$ cat src/tvgl_defines.vh
// register map, field positions, reset values and timing counts of the tv-out port
`ifndef TVGL_DEFINES_VH
`define TVGL_DEFINES_VH

// apb byte offsets
`define TVGL_ADDR_W 12
`define TVGL_OFS_FORMAT 12'h000
`define TVGL_OFS_HWIN 12'h004
`define TVGL_OFS_CTL 12'h008
`define TVGL_OFS_STATUS 12'h00C

// video_input_format_ctl fields
`define TVGL_FMT_TVOUT_BIT 16
`define TVGL_FMT_GENLOCK_BIT 18

// tv_out_hblank_window fields
`define TVGL_WIN_START_MSB 10
`define TVGL_WIN_START_LSB 0
`define TVGL_WIN_END_MSB 26
`define TVGL_WIN_END_LSB 16
`define TVGL_WIN_MASK 32'h07FF07FF

// tv_out_ctl fields
`define TVGL_CTL_IGNORE_TIMING_BIT 0
`define TVGL_CTL_SYNC_LOW_BIT 1
`define TVGL_CTL_ENC_RESETN_BIT 31
`define TVGL_CTL_MASK 32'h80000003

// tv_out_status fields
`define TVGL_STS_HCOUNT_MSB 10
`define TVGL_STS_HBLANKN_BIT 16
`define TVGL_STS_WINMODE_BIT 17
`define TVGL_STS_LINESYNC_BIT 18
`define TVGL_STS_FRAMESYNC_BIT 19

// reset values
`define TVGL_FORMAT_RST 32'h00000000
`define TVGL_HWIN_RST 32'h00000000
`define TVGL_CTL_RST 32'h00000000

// horizontal counter
`define TVGL_HCNT_W 11
`define TVGL_HCNT_MAX 11'h7FF

// timing: clock period and clock echo lag behind the sampled reference clock
`define TVGL_CLK_PERIOD_NS 4
`define TVGL_ECHO_DELAY_NS 16
`define TVGL_ECHO_DELAY_CYC ((`TVGL_ECHO_DELAY_NS + `TVGL_CLK_PERIOD_NS - 1) / `TVGL_CLK_PERIOD_NS)

`endif

$ cat src/tvgl_sync2.v
// two flip-flop synchroniser for levels arriving from outside the clock domain
`timescale 1ns/10ps
`default_nettype none

module tvgl_sync2 #(
  parameter W = 1
) (
  // clock and reset
  input wire clock,
  input wire resetn,
  // asynchronous level in, synchronised level out
  input wire [W-1:0] async_in,
  output reg [W-1:0] sync_out
);

  reg [W-1:0] meta;

  // first stage feeds only the second stage
  always @(posedge clock) begin
    if (!resetn) begin
      meta <= {W{1'b0}};
      sync_out <= {W{1'b0}};
    end else begin
      meta <= async_in;
      sync_out <= meta;
    end
  end

endmodule

`default_nettype wire

$ cat src/tvgl_hwin.v
// horizontal position counter and programmed horizontal blank window
`timescale 1ns/10ps
`default_nettype none
`include "tvgl_defines.vh"

module tvgl_hwin (
  // clock and reset
  input wire clock,
  input wire resetn,
  // one-cycle pulse per reference clock rising edge
  input wire ref_rise,
  // synchronised line sync, already made active high
  input wire line_sync,
  // programmed window
  input wire [`TVGL_HCNT_W-1:0] win_start,
  input wire [`TVGL_HCNT_W-1:0] win_end,
  // state
  output reg [`TVGL_HCNT_W-1:0] hcount,
  output reg hblank_n
);

  reg sync_prev;
  wire lead_edge;
  reg [`TVGL_HCNT_W-1:0] next_hcount;

  assign lead_edge = line_sync & ~sync_prev;

  // count restarts at the leading edge, saturates so a missing sync cannot wrap into the window
  always @* begin
    if (lead_edge)
      next_hcount = {`TVGL_HCNT_W{1'b0}};
    else if (hcount != `TVGL_HCNT_MAX)
      next_hcount = hcount + 11'h001;
    else
      next_hcount = hcount;
  end

  // everything advances only on reference clock cycles, never on the fast clock
  always @(posedge clock) begin
    if (!resetn) begin
      sync_prev <= 1'b0;
      hcount <= `TVGL_HCNT_MAX;
      hblank_n <= 1'b0;
    end else if (ref_rise) begin
      sync_prev <= line_sync;
      hcount <= next_hcount;
      if (next_hcount == win_end)
        hblank_n <= 1'b0;
      else if (next_hcount == win_start)
        hblank_n <= 1'b1;
    end
  end

endmodule

`default_nettype wire

$ cat src/tvgl_top.v
// tv-out genlock pixel port: apb registers, reference clock sampling, ddr pixel bus, blank
`timescale 1ns/10ps
`default_nettype none
`include "tvgl_defines.vh"

// Summary of operation
// - clock echo is a delayed copy of reference clock; pixel data leads it.
// - twelve-bit bus carries rising-edge half then falling-edge half of each pixel.
// - programmed window used only with format bits 16, 18 and ignore-timing set.
// - horizontal blank deasserts when count after line sync leading edge equals start.
// - horizontal blank reasserts when count after line sync leading edge equals end.
// - outgoing active-low blank is horizontal blank_n AND vertical blank_n.
// - window positions are counted in reference clock cycles from the encoder.
// - encoder reset output follows control bit 31, zero after reset.
module tvgl_top (
  // clock and reset
  input wire clock,
  input wire resetn,
  // apb slave
  input wire psel,
  input wire penable,
  input wire pwrite,
  input wire [`TVGL_ADDR_W-1:0] paddr,
  input wire [31:0] pwdata,
  output reg [31:0] prdata,
  output reg pready,
  output reg pslverr,
  // pixel source and internal display timing
  input wire [23:0] pixel_rgb,
  input wire disp_hblank_n,
  input wire disp_vblank_n,
  output reg pixel_take,
  // encoder link
  input wire encoder_ref_clock_in,
  input wire encoder_line_sync,
  input wire encoder_frame_sync,
  output reg encoder_clock_echo,
  output reg [11:0] encoder_pixel_bus,
  output reg encoder_blank_strobe,
  output reg encoder_reset_out
);

  // registers
  reg [31:0] video_input_format_ctl;
  reg [31:0] tv_out_hblank_window;
  reg [31:0] tv_out_ctl;

  // synchronised link inputs
  wire [2:0] link_sync;
  wire ref_s;
  wire line_raw;
  wire frame_s;
  reg ref_d;
  wire ref_rise;
  wire ref_fall;
  wire line_active;

  // pixel path
  reg [23:0] pix_hold;
  reg [`TVGL_ECHO_DELAY_CYC-2:0] echo_pipe;

  // window state
  wire [`TVGL_HCNT_W-1:0] hcount;
  wire win_hblank_n;
  wire window_mode;
  wire hblank_sel_n;

  // apb decode
  wire apb_setup;
  wire apb_write;
  reg [31:0] next_prdata;
  reg next_pslverr;

  // true for any word this slave answers
  function addr_mapped;
    input [`TVGL_ADDR_W-1:0] a;
    begin
      addr_mapped = (a == `TVGL_OFS_FORMAT) || (a == `TVGL_OFS_HWIN) ||
                    (a == `TVGL_OFS_CTL) || (a == `TVGL_OFS_STATUS);
    end
  endfunction

  // rising-edge half: b0 b1 b2 g0 b3 b4 b5 b6 b7 g2 g3 g4 on bits 0 to 11
  function [11:0] rise_half;
    input [23:0] rgb;
    begin
      rise_half = {rgb[12], rgb[11], rgb[10], rgb[7], rgb[6], rgb[5], rgb[4],
                   rgb[3], rgb[8], rgb[2], rgb[1], rgb[0]};
    end
  endfunction

  // falling-edge half: g1 r0 r1 r2 g5 g6 g7 r3 r4 r5 r6 r7 on bits 0 to 11
  function [11:0] fall_half;
    input [23:0] rgb;
    begin
      fall_half = {rgb[23], rgb[22], rgb[21], rgb[20], rgb[19], rgb[15], rgb[14],
                   rgb[13], rgb[18], rgb[17], rgb[16], rgb[9]};
    end
  endfunction

  // status word read back by software
  function [31:0] status_word;
    input [`TVGL_HCNT_W-1:0] cnt;
    input hb_n;
    input wm;
    input ls;
    input fs;
    begin
      status_word = 32'h00000000;
      status_word[`TVGL_STS_HCOUNT_MSB:0] = cnt;
      status_word[`TVGL_STS_HBLANKN_BIT] = hb_n;
      status_word[`TVGL_STS_WINMODE_BIT] = wm;
      status_word[`TVGL_STS_LINESYNC_BIT] = ls;
      status_word[`TVGL_STS_FRAMESYNC_BIT] = fs;
    end
  endfunction

  // encoder pins are asynchronous to the core clock, so all pass two flops first
  tvgl_sync2 #(
    .W(3)
  ) u_link_sync (
    .clock(clock),
    .resetn(resetn),
    .async_in({encoder_frame_sync, encoder_line_sync, encoder_ref_clock_in}),
    .sync_out(link_sync)
  );

  assign ref_s = link_sync[0];
  assign line_raw = link_sync[1];
  assign frame_s = link_sync[2];

  // edge detection on the sampled reference clock
  always @(posedge clock) begin
    if (!resetn)
      ref_d <= 1'b0;
    else
      ref_d <= ref_s;
  end

  assign ref_rise = ref_s & ~ref_d;
  assign ref_fall = ~ref_s & ref_d;
  assign line_active = tv_out_ctl[`TVGL_CTL_SYNC_LOW_BIT] ? ~line_raw : line_raw;

  // window is honoured only in genlock with display timing overridden
  assign window_mode = video_input_format_ctl[`TVGL_FMT_TVOUT_BIT] &
                       video_input_format_ctl[`TVGL_FMT_GENLOCK_BIT] &
                       tv_out_ctl[`TVGL_CTL_IGNORE_TIMING_BIT];

  tvgl_hwin u_hwin (
    .clock(clock),
    .resetn(resetn),
    .ref_rise(ref_rise),
    .line_sync(line_active),
    .win_start(tv_out_hblank_window[`TVGL_WIN_START_MSB:`TVGL_WIN_START_LSB]),
    .win_end(tv_out_hblank_window[`TVGL_WIN_END_MSB:`TVGL_WIN_END_LSB]),
    .hcount(hcount),
    .hblank_n(win_hblank_n)
  );

  // selects the source, falls back to internal timing otherwise
  assign hblank_sel_n = window_mode ? win_hblank_n : disp_hblank_n;

  // clock echo lags the sampled reference clock by a fixed pipe; data moves one
  // core cycle after the sample, so it leads each echo edge by the pipe length
  always @(posedge clock) begin
    if (!resetn)
      echo_pipe <= {(`TVGL_ECHO_DELAY_CYC-1){1'b0}};
    else
      echo_pipe <= {echo_pipe[`TVGL_ECHO_DELAY_CYC-3:0], ref_s};
  end

  // last stage of the lag drives the pin from a flop of its own
  always @(posedge clock) begin
    if (!resetn)
      encoder_clock_echo <= 1'b0;
    else
      encoder_clock_echo <= echo_pipe[`TVGL_ECHO_DELAY_CYC-2];
  end

  // pixel captured on each reference rising edge; its falling half goes out later
  always @(posedge clock) begin
    if (!resetn)
      pix_hold <= 24'h000000;
    else if (ref_rise)
      pix_hold <= pixel_rgb;
  end

  // one-cycle strobe back to the pixel source, set on the same edge as the capture
  always @(posedge clock) begin
    if (!resetn)
      pixel_take <= 1'b0;
    else
      pixel_take <= ref_rise;
  end

  // ddr pixel bus: each half stands until the next opposite reference edge
  always @(posedge clock) begin
    if (!resetn)
      encoder_pixel_bus <= 12'h000;
    else if (ref_rise)
      encoder_pixel_bus <= rise_half(pixel_rgb);
    else if (ref_fall)
      encoder_pixel_bus <= fall_half(pix_hold);
  end

  // blank taken with the pixel so both change on the same reference edge
  always @(posedge clock) begin
    if (!resetn)
      encoder_blank_strobe <= 1'b0;
    else if (ref_rise)
      encoder_blank_strobe <= hblank_sel_n & disp_vblank_n;
  end

  // apb phases
  assign apb_setup = psel & ~penable;
  assign apb_write = psel & penable & pwrite & pready;

  // read mux worked out before the setup edge so prdata can be a plain flop
  always @* begin
    next_prdata = 32'h00000000;
    case (paddr)
      `TVGL_OFS_FORMAT: next_prdata = video_input_format_ctl;
      `TVGL_OFS_HWIN: next_prdata = tv_out_hblank_window;
      `TVGL_OFS_CTL: next_prdata = tv_out_ctl;
      `TVGL_OFS_STATUS: next_prdata = status_word(hcount, win_hblank_n, window_mode,
                                                   line_active, frame_s);
      default: next_prdata = 32'h00000000;
    endcase
  end

  // unmapped words and writes to the read-only status word are refused
  always @* begin
    next_pslverr = 1'b0;
    if (!addr_mapped(paddr))
      next_pslverr = 1'b1;
    else if (pwrite && (paddr == `TVGL_OFS_STATUS))
      next_pslverr = 1'b1;
  end

  // pready answers every setup one cycle later, so the bus never waits
  always @(posedge clock) begin
    if (!resetn)
      pready <= 1'b0;
    else
      pready <= apb_setup;
  end

  // error flag stands only together with pready
  always @(posedge clock) begin
    if (!resetn)
      pslverr <= 1'b0;
    else if (apb_setup)
      pslverr <= next_pslverr;
    else
      pslverr <= 1'b0;
  end

  // read data stands only in the access cycle, zero otherwise
  always @(posedge clock) begin
    if (!resetn)
      prdata <= 32'h00000000;
    else if (apb_setup)
      prdata <= next_prdata;
    else
      prdata <= 32'h00000000;
  end

  // format register; writes land on the completing access edge only
  always @(posedge clock) begin
    if (!resetn)
      video_input_format_ctl <= `TVGL_FORMAT_RST;
    else if (apb_write && (paddr == `TVGL_OFS_FORMAT))
      video_input_format_ctl <= pwdata;
  end

  // window register; end above start is software's duty, no check here
  always @(posedge clock) begin
    if (!resetn)
      tv_out_hblank_window <= `TVGL_HWIN_RST;
    else if (apb_write && (paddr == `TVGL_OFS_HWIN))
      tv_out_hblank_window <= pwdata & `TVGL_WIN_MASK;
  end

  // control register; reserved bits masked so they always read zero
  always @(posedge clock) begin
    if (!resetn)
      tv_out_ctl <= `TVGL_CTL_RST;
    else if (apb_write && (paddr == `TVGL_OFS_CTL))
      tv_out_ctl <= pwdata & `TVGL_CTL_MASK;
  end

  // encoder held in reset until software sets the bit; encoder setup itself
  // goes over the separate two-wire bus, not through this port
  always @(posedge clock) begin
    if (!resetn)
      encoder_reset_out <= 1'b0;
    else
      encoder_reset_out <= tv_out_ctl[`TVGL_CTL_ENC_RESETN_BIT];
  end

endmodule

`default_nettype wire

$ cat config.mk
export PLATFORM = sky130hd
export DESIGN_NAME = tvgl_top
export DESIGN_NICKNAME = d
export VERILOG_FILES = /design/src/tvgl_sync2.v /design/src/tvgl_hwin.v /design/src/tvgl_top.v
export VERILOG_INCLUDE_DIRS = /design/src /design/src/src
export SDC_FILE = /design/constraint.sdc
export NUM_CORES = 1
export LEC_CHECK = 0
export ABC_AREA = 1
export BUFFER_PORTS_ARGS = -buffer_cell sky130_fd_sc_hd__buf_4
export CAP_MARGIN = 20
export CORE_MARGIN = 3
export CORE_UTILIZATION = 58
export DETAILED_ROUTE_END_ITERATION = 12
export PLACE_DENSITY = 0.84
export SLEW_MARGIN = 10
export SYNTH_ARGS = -nofsm -noshare
export SYNTH_HDL_FRONTEND = slang
export SYNTH_SLANG_ARGS = --single-unit
$ cat constraint.sdc
create_clock -name clock -period 2.5 [get_ports clock]
set_input_delay 0 -clock clock [delete_from_list [all_inputs] [get_ports clock]]
set_output_delay 0 -clock clock [all_outputs]
set_load 0.02 [all_outputs]
==> results of run 1 <==
-- report_power, final --
part | internal [mW] | switching, mW | leakage (nW)
sequential | 2.28 | 0.0219 | 1.14
clock | 1.70 | 0.959 | 0.300
combinational | 0.272 | 0.347 | 2.24
total | 4.24 | 1.33 | 3.68
-- stage by stage --
stage               hold WS (ns)  utilization (%)  total power, mW  instance area (um^2)
CTS                      0.00217             84.0             5.53                  8250
global placement           0.185             70.3             2.84                  6910
detailed placement         0.192             70.3             2.85                  6910
finish                    0.0415             84.0             5.57                  8250
floorplan                 0.0976                -             2.64                  5870
global route              0.0376             84.0             5.74                  8250
-- sequential cells by signal (all words and copies together), names as in the netlist --
register                flops
video_input_format_ctl     32
tv_out_hblank_window       22
echo_pipe                   3
encoder_pixel_bus          12
encoder_clock_echo          1
u_link_sync.sync_out        3
u_hwin.sync_prev            1
encoder_reset_out           1
pixel_take                  1
prdata                     32
tv_out_ctl                  3
pslverr                     1
encoder_blank_strobe        1
u_hwin.hblank_n             1
pix_hold                   12
u_hwin.hcount              11
u_link_sync.meta            3
pready                      1
-- repair_timing --
action,CTS,global route
setup endpoints to repair,0,1
hold buffers,72,0
gates resized for setup,0,1
hold endpoints to repair,96,0
-- routing by layer --
metal  track usage, %  part of all wire [%]  vias to the layer above
li1                 -                     -                     2933
met1             44.4                    39                     2910
met2             62.3                    48                      409
met3             8.01                   8.2                       98
met4             18.2                   4.4                        0
met5                0                     0                        -
-- worst min path at each step --
stage | end | depth (start not counted)
finish | prdata[21] | 5
detailed placement | u_link_sync.meta[0] | 3
CTS | encoder_pixel_bus[3] | 6
global route | prdata[22] | 5
floorplan | u_link_sync.meta[0] | 2
global placement | u_link_sync.meta[0] | 3
-- final cells by class --
class,instances,share of cell area (%)
inverter,107,4.91
clock inverter,9,1.93
multi-input combinational,496,30.0
clock buffer,21,5.57
tap,133,2.02
sequential,141,34.2
timing repair buffer,209,21.4
-- synthesized netlist by cell type, drive strengths merged --
cell,count
xor2,6
nand2,159
nor3,14
buf,14
nor2,67
o211ai,2
ha,2
o21ai,47
inv,105
clkinv,2
or2,13
a211oi,25
xnor2,1
a21boi,1
a21oi,95
clkbuf,25
o22ai,13
dfxtp,141
a221oi,2
nand3,39
nand4,10
-- critical path: cells and delay by family (launching register included) --
| kind | cells | cell delay, ns |
|---|---|---|
| and+or+nand+nor | 2 | 0.55 |
| buffers and inverters | 3 | 1.11 |
| DFF | 1 | 0.32 |
| AOI/OAI and AO/OA | 2 | 0.22 |
-- cells in the final DEF (no fill, tap or decap), types with 3 or more instances in the layout --
master	count
nand2_1	155
dfxtp_1	141
buf_4	136
inv_1	100
a21oi_1	87
dlygate4sd3_1	72
nor2_1	64
o21ai_0	46
nand3_1	38
a211oi_1	25
clkbuf_16	16
o22ai_1	13
or2_2	12
nor3_1	9
nand4_1	9
a21oi_2	8
xor2_1	6
nor3_2	4
inv_2	4
clkbuf_8	4
bufinv_16	4
nand2_2	3
-- cell families after synthesis --
group | after synthesis | synth area share [%]
fa+ha+maj | 2 | 0.426
xor+xnor | 7 | 1.04
buf+inv | 146 | 9.80
flops | 141 | 48.1
compound gates | 185 | 17.9
simple gates | 302 | 22.8
==> results.md, run 1 <==
* Outcome: completed
* Dpl hpwl at 11900 um
* Crit path launch: pready
* Clk Latency, worst-skew pair at 0.52 ns
* Register area at 2820 um^2
* Syn nets at 863
* TNS Setup at 0 ns
* CP max stage delay at 0.58 ns
* Crit path time final at 2.30 ns
* Crit Path Max Fanout at 40
* Clock sinks at 141
* Largest net degree at the start of global routing at 45
* DR pass1 iterations at 6
* Arrival @ worst endpoint at 2.75 ns
* # rows at 36
* ANT nets after route at 0
* Root buf cell: clkbuf_8
* Initial antenna violation count at 0
* Wire length per cell at 18.5 um
* Number of CTS-inserted buffers at 17
* Post-Synthesis Cells at 783
* Sequential area share after synthesis at 48.1%
* Worst Path Required at 2.95 ns
* Top achievable clock speed at 435 MHz
* Final setup violating endpoints at 0
* First DRT Iteration DRCs at 620
* Footprint of the multi-input gates at 2480 um^2
* Library cells used by synthesis at 35
* R2R Setup Slk at 0.20 ns
* Pins Over Slew Limit at 0
* Num ports at 128
* Worst R2R Start: pready
* Share of cells above drive strength 1 at 20.9%
* Worst Skew at 0.00903 ns
* Core area at 9820 um^2
* # diodes at 0
* Startpoint types: flip-flop
* Area Overhead vs Synth at 40.4%
* RSZ-0062 raised after global routing: false
* VDD IR-drop max at 419 uV
* R2r endpoint: video_input_format_ctl[11]
* Cells on worst reg2reg path at 7
* Die height at 107 um
* Die width at 107 um
* Yosys Warn Count at 0
* Synth top area cells: dfxtp_1 (48%), nand2_1 (9.9%), a21oi_1 (7.4%), inv_1 (6.5%), nor2_1 (4.1%)
* Initial Utilization at 59.8%
* Max clock buf depth at 2
* Final period util at 92.0%
* Relative slew margins at 44.6%
* Crit Path Class: reg2reg
* Vias per inst at 5.69
* PwrDens at 675 nW/um^2
* Total number of vias at 6350
* Vias in the first global route at 6390
* Hold Path Class: in2reg
* Max-capacitance violation count at 0
* Routability-driven placement congestion ratio at 0.987
* CTS tree: done
* Setup ws final at 0.200 ns
* Port-buffer cells at 127
* Nature of the critical path endpoint: flip-flop
* Fill count at 553
* Share of the synthesized area in the top cell type at 48.1%
* First-pass GRT wire length at 32700 um
* Clock slew at reported path FFs at 0.06 ns
* Crit path to: video_input_format_ctl[11]
* CP max stage cell: dlygate4sd3_1
* Area leader, netlist: dfxtp_1
* Final Routed Wirelength at 20700 um
* Finished Layout Cells at 1116
* GRT Resource Usage Total at 36.8%
* Final net count at 1052
* Dpl ws at 0.426 ns
* Avg Cell Area, Syn at 7.50 um^2
* Die area at 11400 um^2
* Mapped Area at 5870 um^2
* Post-synthesis register bit count at 141
* Total congestion overflow at 0
* CP cell instances: nand4_1 -> clkinvlp_4 -> nand2_2 -> buf_12 -> o21ai_0 -> dlygate4sd3_1 -> a21oi_1
* Setup bufs post-CTS at 0
* Worst-Margin Slew at 0.828 ns
* H-tree levels at 4
* Final Hold Vio Count at 0
* HP Start: paddr[3]
* Remaining DRCs at 0
* Placed cells at 1014
* Leakage at 3.68 nW
(Power assumes the default switching activity.)
==> run 2, diff against run 1 <==
--- a/config.mk
+++ b/config.mk
@@ -10,9 +10,9 @@
 export BUFFER_PORTS_ARGS = -buffer_cell sky130_fd_sc_hd__buf_4
 export CAP_MARGIN = 20
 export CORE_MARGIN = 3
-export CORE_UTILIZATION = 58
+export CORE_UTILIZATION = 54
 export DETAILED_ROUTE_END_ITERATION = 12
-export PLACE_DENSITY = 0.84
+export PLACE_DENSITY = 0.79
 export SLEW_MARGIN = 10
 export SYNTH_ARGS = -nofsm -noshare
 export SYNTH_HDL_FRONTEND = slang
==> constraint.sdc (replaced) <==
create_clock -name clock -period 2.4 [get_ports clock]
set_input_delay 0 -clock clock [delete_from_list [all_inputs] [get_ports clock]]
set_output_delay 0 -clock clock [all_outputs]
set_load 0.02 [all_outputs]
==> run 2 against run 1 <==
  * Clock-buffer cell count is 2 lower
  * Power is 0.47% higher
  * Wire length is 4.1% lower
  * Design area is 0.32% lower
  * Die area is 7.0% higher
  * Cell count is 0.45% higher
  * Register-to-register slack better by 0.05 ns
  * Clock skew is 0.0032 ns lower
  * Combinational power is 4.4% higher
  * First-iteration DRC count is 6.6% higher
  * Non-clock buffer count stayed put
==> results.md, run 2 (same netlist as run 1, synthesis figures left out) <==
* Placed cells at 1017 (+0.30%)
* Final period util at 93.6%
* Top achievable clock speed at 445 MHz
* Setup ws final at 0.154 ns (-0.0462 ns)
* Area Overhead vs Synth at 40.0%
* Clock sinks at 141 (unchanged)
* Share of cells above drive strength 1 at 21.0% (+0.16 points)
* Pins Over Slew Limit at 0 (unchanged)
* Finished Layout Cells at 1121 (+0.45%)
* Root buf cell: clkbuf_8
* Crit path to: prdata[6]
* Regs by FF count: prdata x32, video_input_format_ctl x32, tv_out_hblank_window x22
* Final setup violating endpoints at 0 (unchanged)
* Initial Utilization at 56.1% (-3.7 points)
* CP Buf/Inv Count at 6 (+3)
* Startpoint types: input port
* Family with the most delay on the worst path: buffers and inverters
* Remaining DRCs at 0 (unchanged)
* PwrDens at 680 nW/um^2 (+0.79%)
* ANT nets after route at 0 (unchanged)
* Crit Path Max Fanout at 27 (-33%)
* Die area at 12200 um^2 (+7.0%)
* VDD IR-drop max at 461 uV (+9.9%)
* Total congestion overflow at 0 (unchanged)
* Max-capacitance violation count at 0 (unchanged)
* Final net count at 1052 (unchanged)
* Clk Latency, worst-skew pair at 0.53 ns (about the same)
* DR pass1 iterations at 5 (-1)
* Cells on worst reg2reg path at 5 (-2)
* Routability-driven placement congestion ratio at 0.884 (-10%)
* Crit Path Class: in2reg
* Total number of vias at 6187 (-2.6%)
* Largest net degree at the start of global routing at 56 (+24%)
* Final Hold Vio Count at 0 (unchanged)
* First-pass GRT wire length at 29800 um (-8.9%)
* Vias per inst at 5.52 (-3.0%)
* First DRT Iteration DRCs at 661 (+6.6%)
* Num ports at 128 (unchanged)
* Outcome: completed
* Crit path launch: paddr[4]
* Dpl hpwl at 11900 um (-0.26%)
* CP cell instances: dlygate4sd3_1 -> buf_4 -> nor2_1 -> nand2_1 -> nor2_2 -> dlygate4sd3_1 -> nand2_1 -> nor3_4 -> inv_1 -> nand4_2 -> nand2_8 -> inv_2 -> o21ai_0 -> inv_1
* CP max stage delay at 0.59 ns (about the same)
* TNS Setup at 0 ns (unchanged)
* Clock slew at reported path FFs at 0.06 ns (about the same)
* Number of CTS-inserted buffers at 17 (unchanged)
* # rows at 37 (+2.8%)
* Max clock buf depth at 2 (unchanged)
* Worst-Margin Slew at 0.943 ns (+0.114 ns)
* Arrival @ worst endpoint at 2.72 ns (-0.03 ns)
* Die height at 110 um (+3.4%)
* Wire length per cell at 17.7 um (-4.5%)
* Nature of the critical path endpoint: flip-flop
* Leading cell types in the layout, fill and taps excluded: nand2_1 (155), dfxtp_1 (141), buf_4 (136)
* CP max stage cell: dlygate4sd3_1
* R2r endpoint: video_input_format_ctl[30]
* Leading cell type in the layout, fill and taps excluded: nand2_1
* Finished Core Util at 78.6% (-5.4 points)
* H-tree levels at 4 (unchanged)
* CTS tree: done
* Relative slew margins at 36.9% (-7.6 points)
* Fill count at 666 (+20%)
* Worst Skew at 0.00580 ns (-0.00323 ns)
* Worst Path Required at 2.88 ns (-0.07 ns)
* Core area at 10500 um^2 (+6.5%)
* Worst R2R Start: pready
* Initial antenna violation count at 0 (unchanged)
* Pwr Total at 5.60 mW (+0.47%)
* Vias in the first global route at 5847 (-8.5%)
* Hold Path Class: in2reg
* R2R Setup Slk at 0.25 ns (+0.05 ns)
* Die width at 110 um (+3.4%)
* # diodes at 0 (unchanged)
* GRT Resource Usage Total at 32.3% (-4.6 points)
* Leakage at 3.64 nW (-1.0%)
* Crit path time final at 2.25 ns
* Final Routed Wirelength at 19800 um (-4.1%)
* Dpl ws at 0.288 ns (-0.138 ns)
* Worst path depth at 14 (+7)
* Port-buffer cells at 127 (unchanged)
==> run 2: cell count changes in the layout (fill, tap and decap cells not counted), sizes merged <==
cell | previous run | this run
clkinvlp | 2 | 7
inv | 105 | 107
clkbuf | 21 | 19
bufinv | 4 | 2
clkinv | 5 | 4
==> run 2: final cells by class <==
type	instances	area [um^2]	area share [%]
Sequential cell	141	2820	34.3
Multi-Input combinational cell	496	2500	30.4
Timing Repair Buffer	209	1760	21.4
Clock buffer	19	432	5.25
Inverter	107	402	4.88
Tap cell	136	170	2.07
Clock inverter	13	140	1.70
==> run 2: per-layer routing <==
metal	vias up	track usage [%]	routed length (um)
li1	2931	-	-
met2	335	56.4	9650
met5	-	0	0
met3	49	6.99	1490
met4	0	11.5	478
met1	2872	39.1	8200
==> run 2: what timing repair did <==
item,CTS,global route
setup buffers,0,0
hold buffers,72,0
endpoints found under the setup margin,0,22
endpoints found under the hold margin,105,0
gates resized for setup,0,3
==> run 2: through the flow <==
stage | hold WS, ns | cell area (um^2)
floorplan | 0.0976 | 5870
global placement | 0.185 | 6910
detailed placement | 0.186 | 6910
CTS | 0.0257 | 8200
global route | 0.0784 | 8220
finish | 0.0602 | 8220
==> run 2: tightest hold or removal path, stage by stage <==
cell and delay, ns:
buf_4 0.08, or2_1 0.27, nor3_4 0.09, nand2_1 0.07, a21oi_2 0.04
==> run 2: how the worst min path moves through the flow <==
stage,slack (ns),cells past startpoint,start,endpoint
finish,0.06,5,paddr[0],prdata[31]
floorplan,0.1,2,encoder_ref_clock_in,u_link_sync.meta[0]
global route,0.08,5,paddr[0],prdata[31]
CTS,0.03,5,paddr[1],prdata[31]
global placement,0.18,3,encoder_line_sync,u_link_sync.meta[1]
detailed placement,0.19,3,encoder_ref_clock_in,u_link_sync.meta[0]
==> run 2: power by group <==
part	leakage (nW)	internal, mW	switching (mW)
combinational	2.24	0.284	0.362
sequential	1.14	2.37	0.0232
clock	0.259	1.51	1.05
total	3.64	4.16	1.43
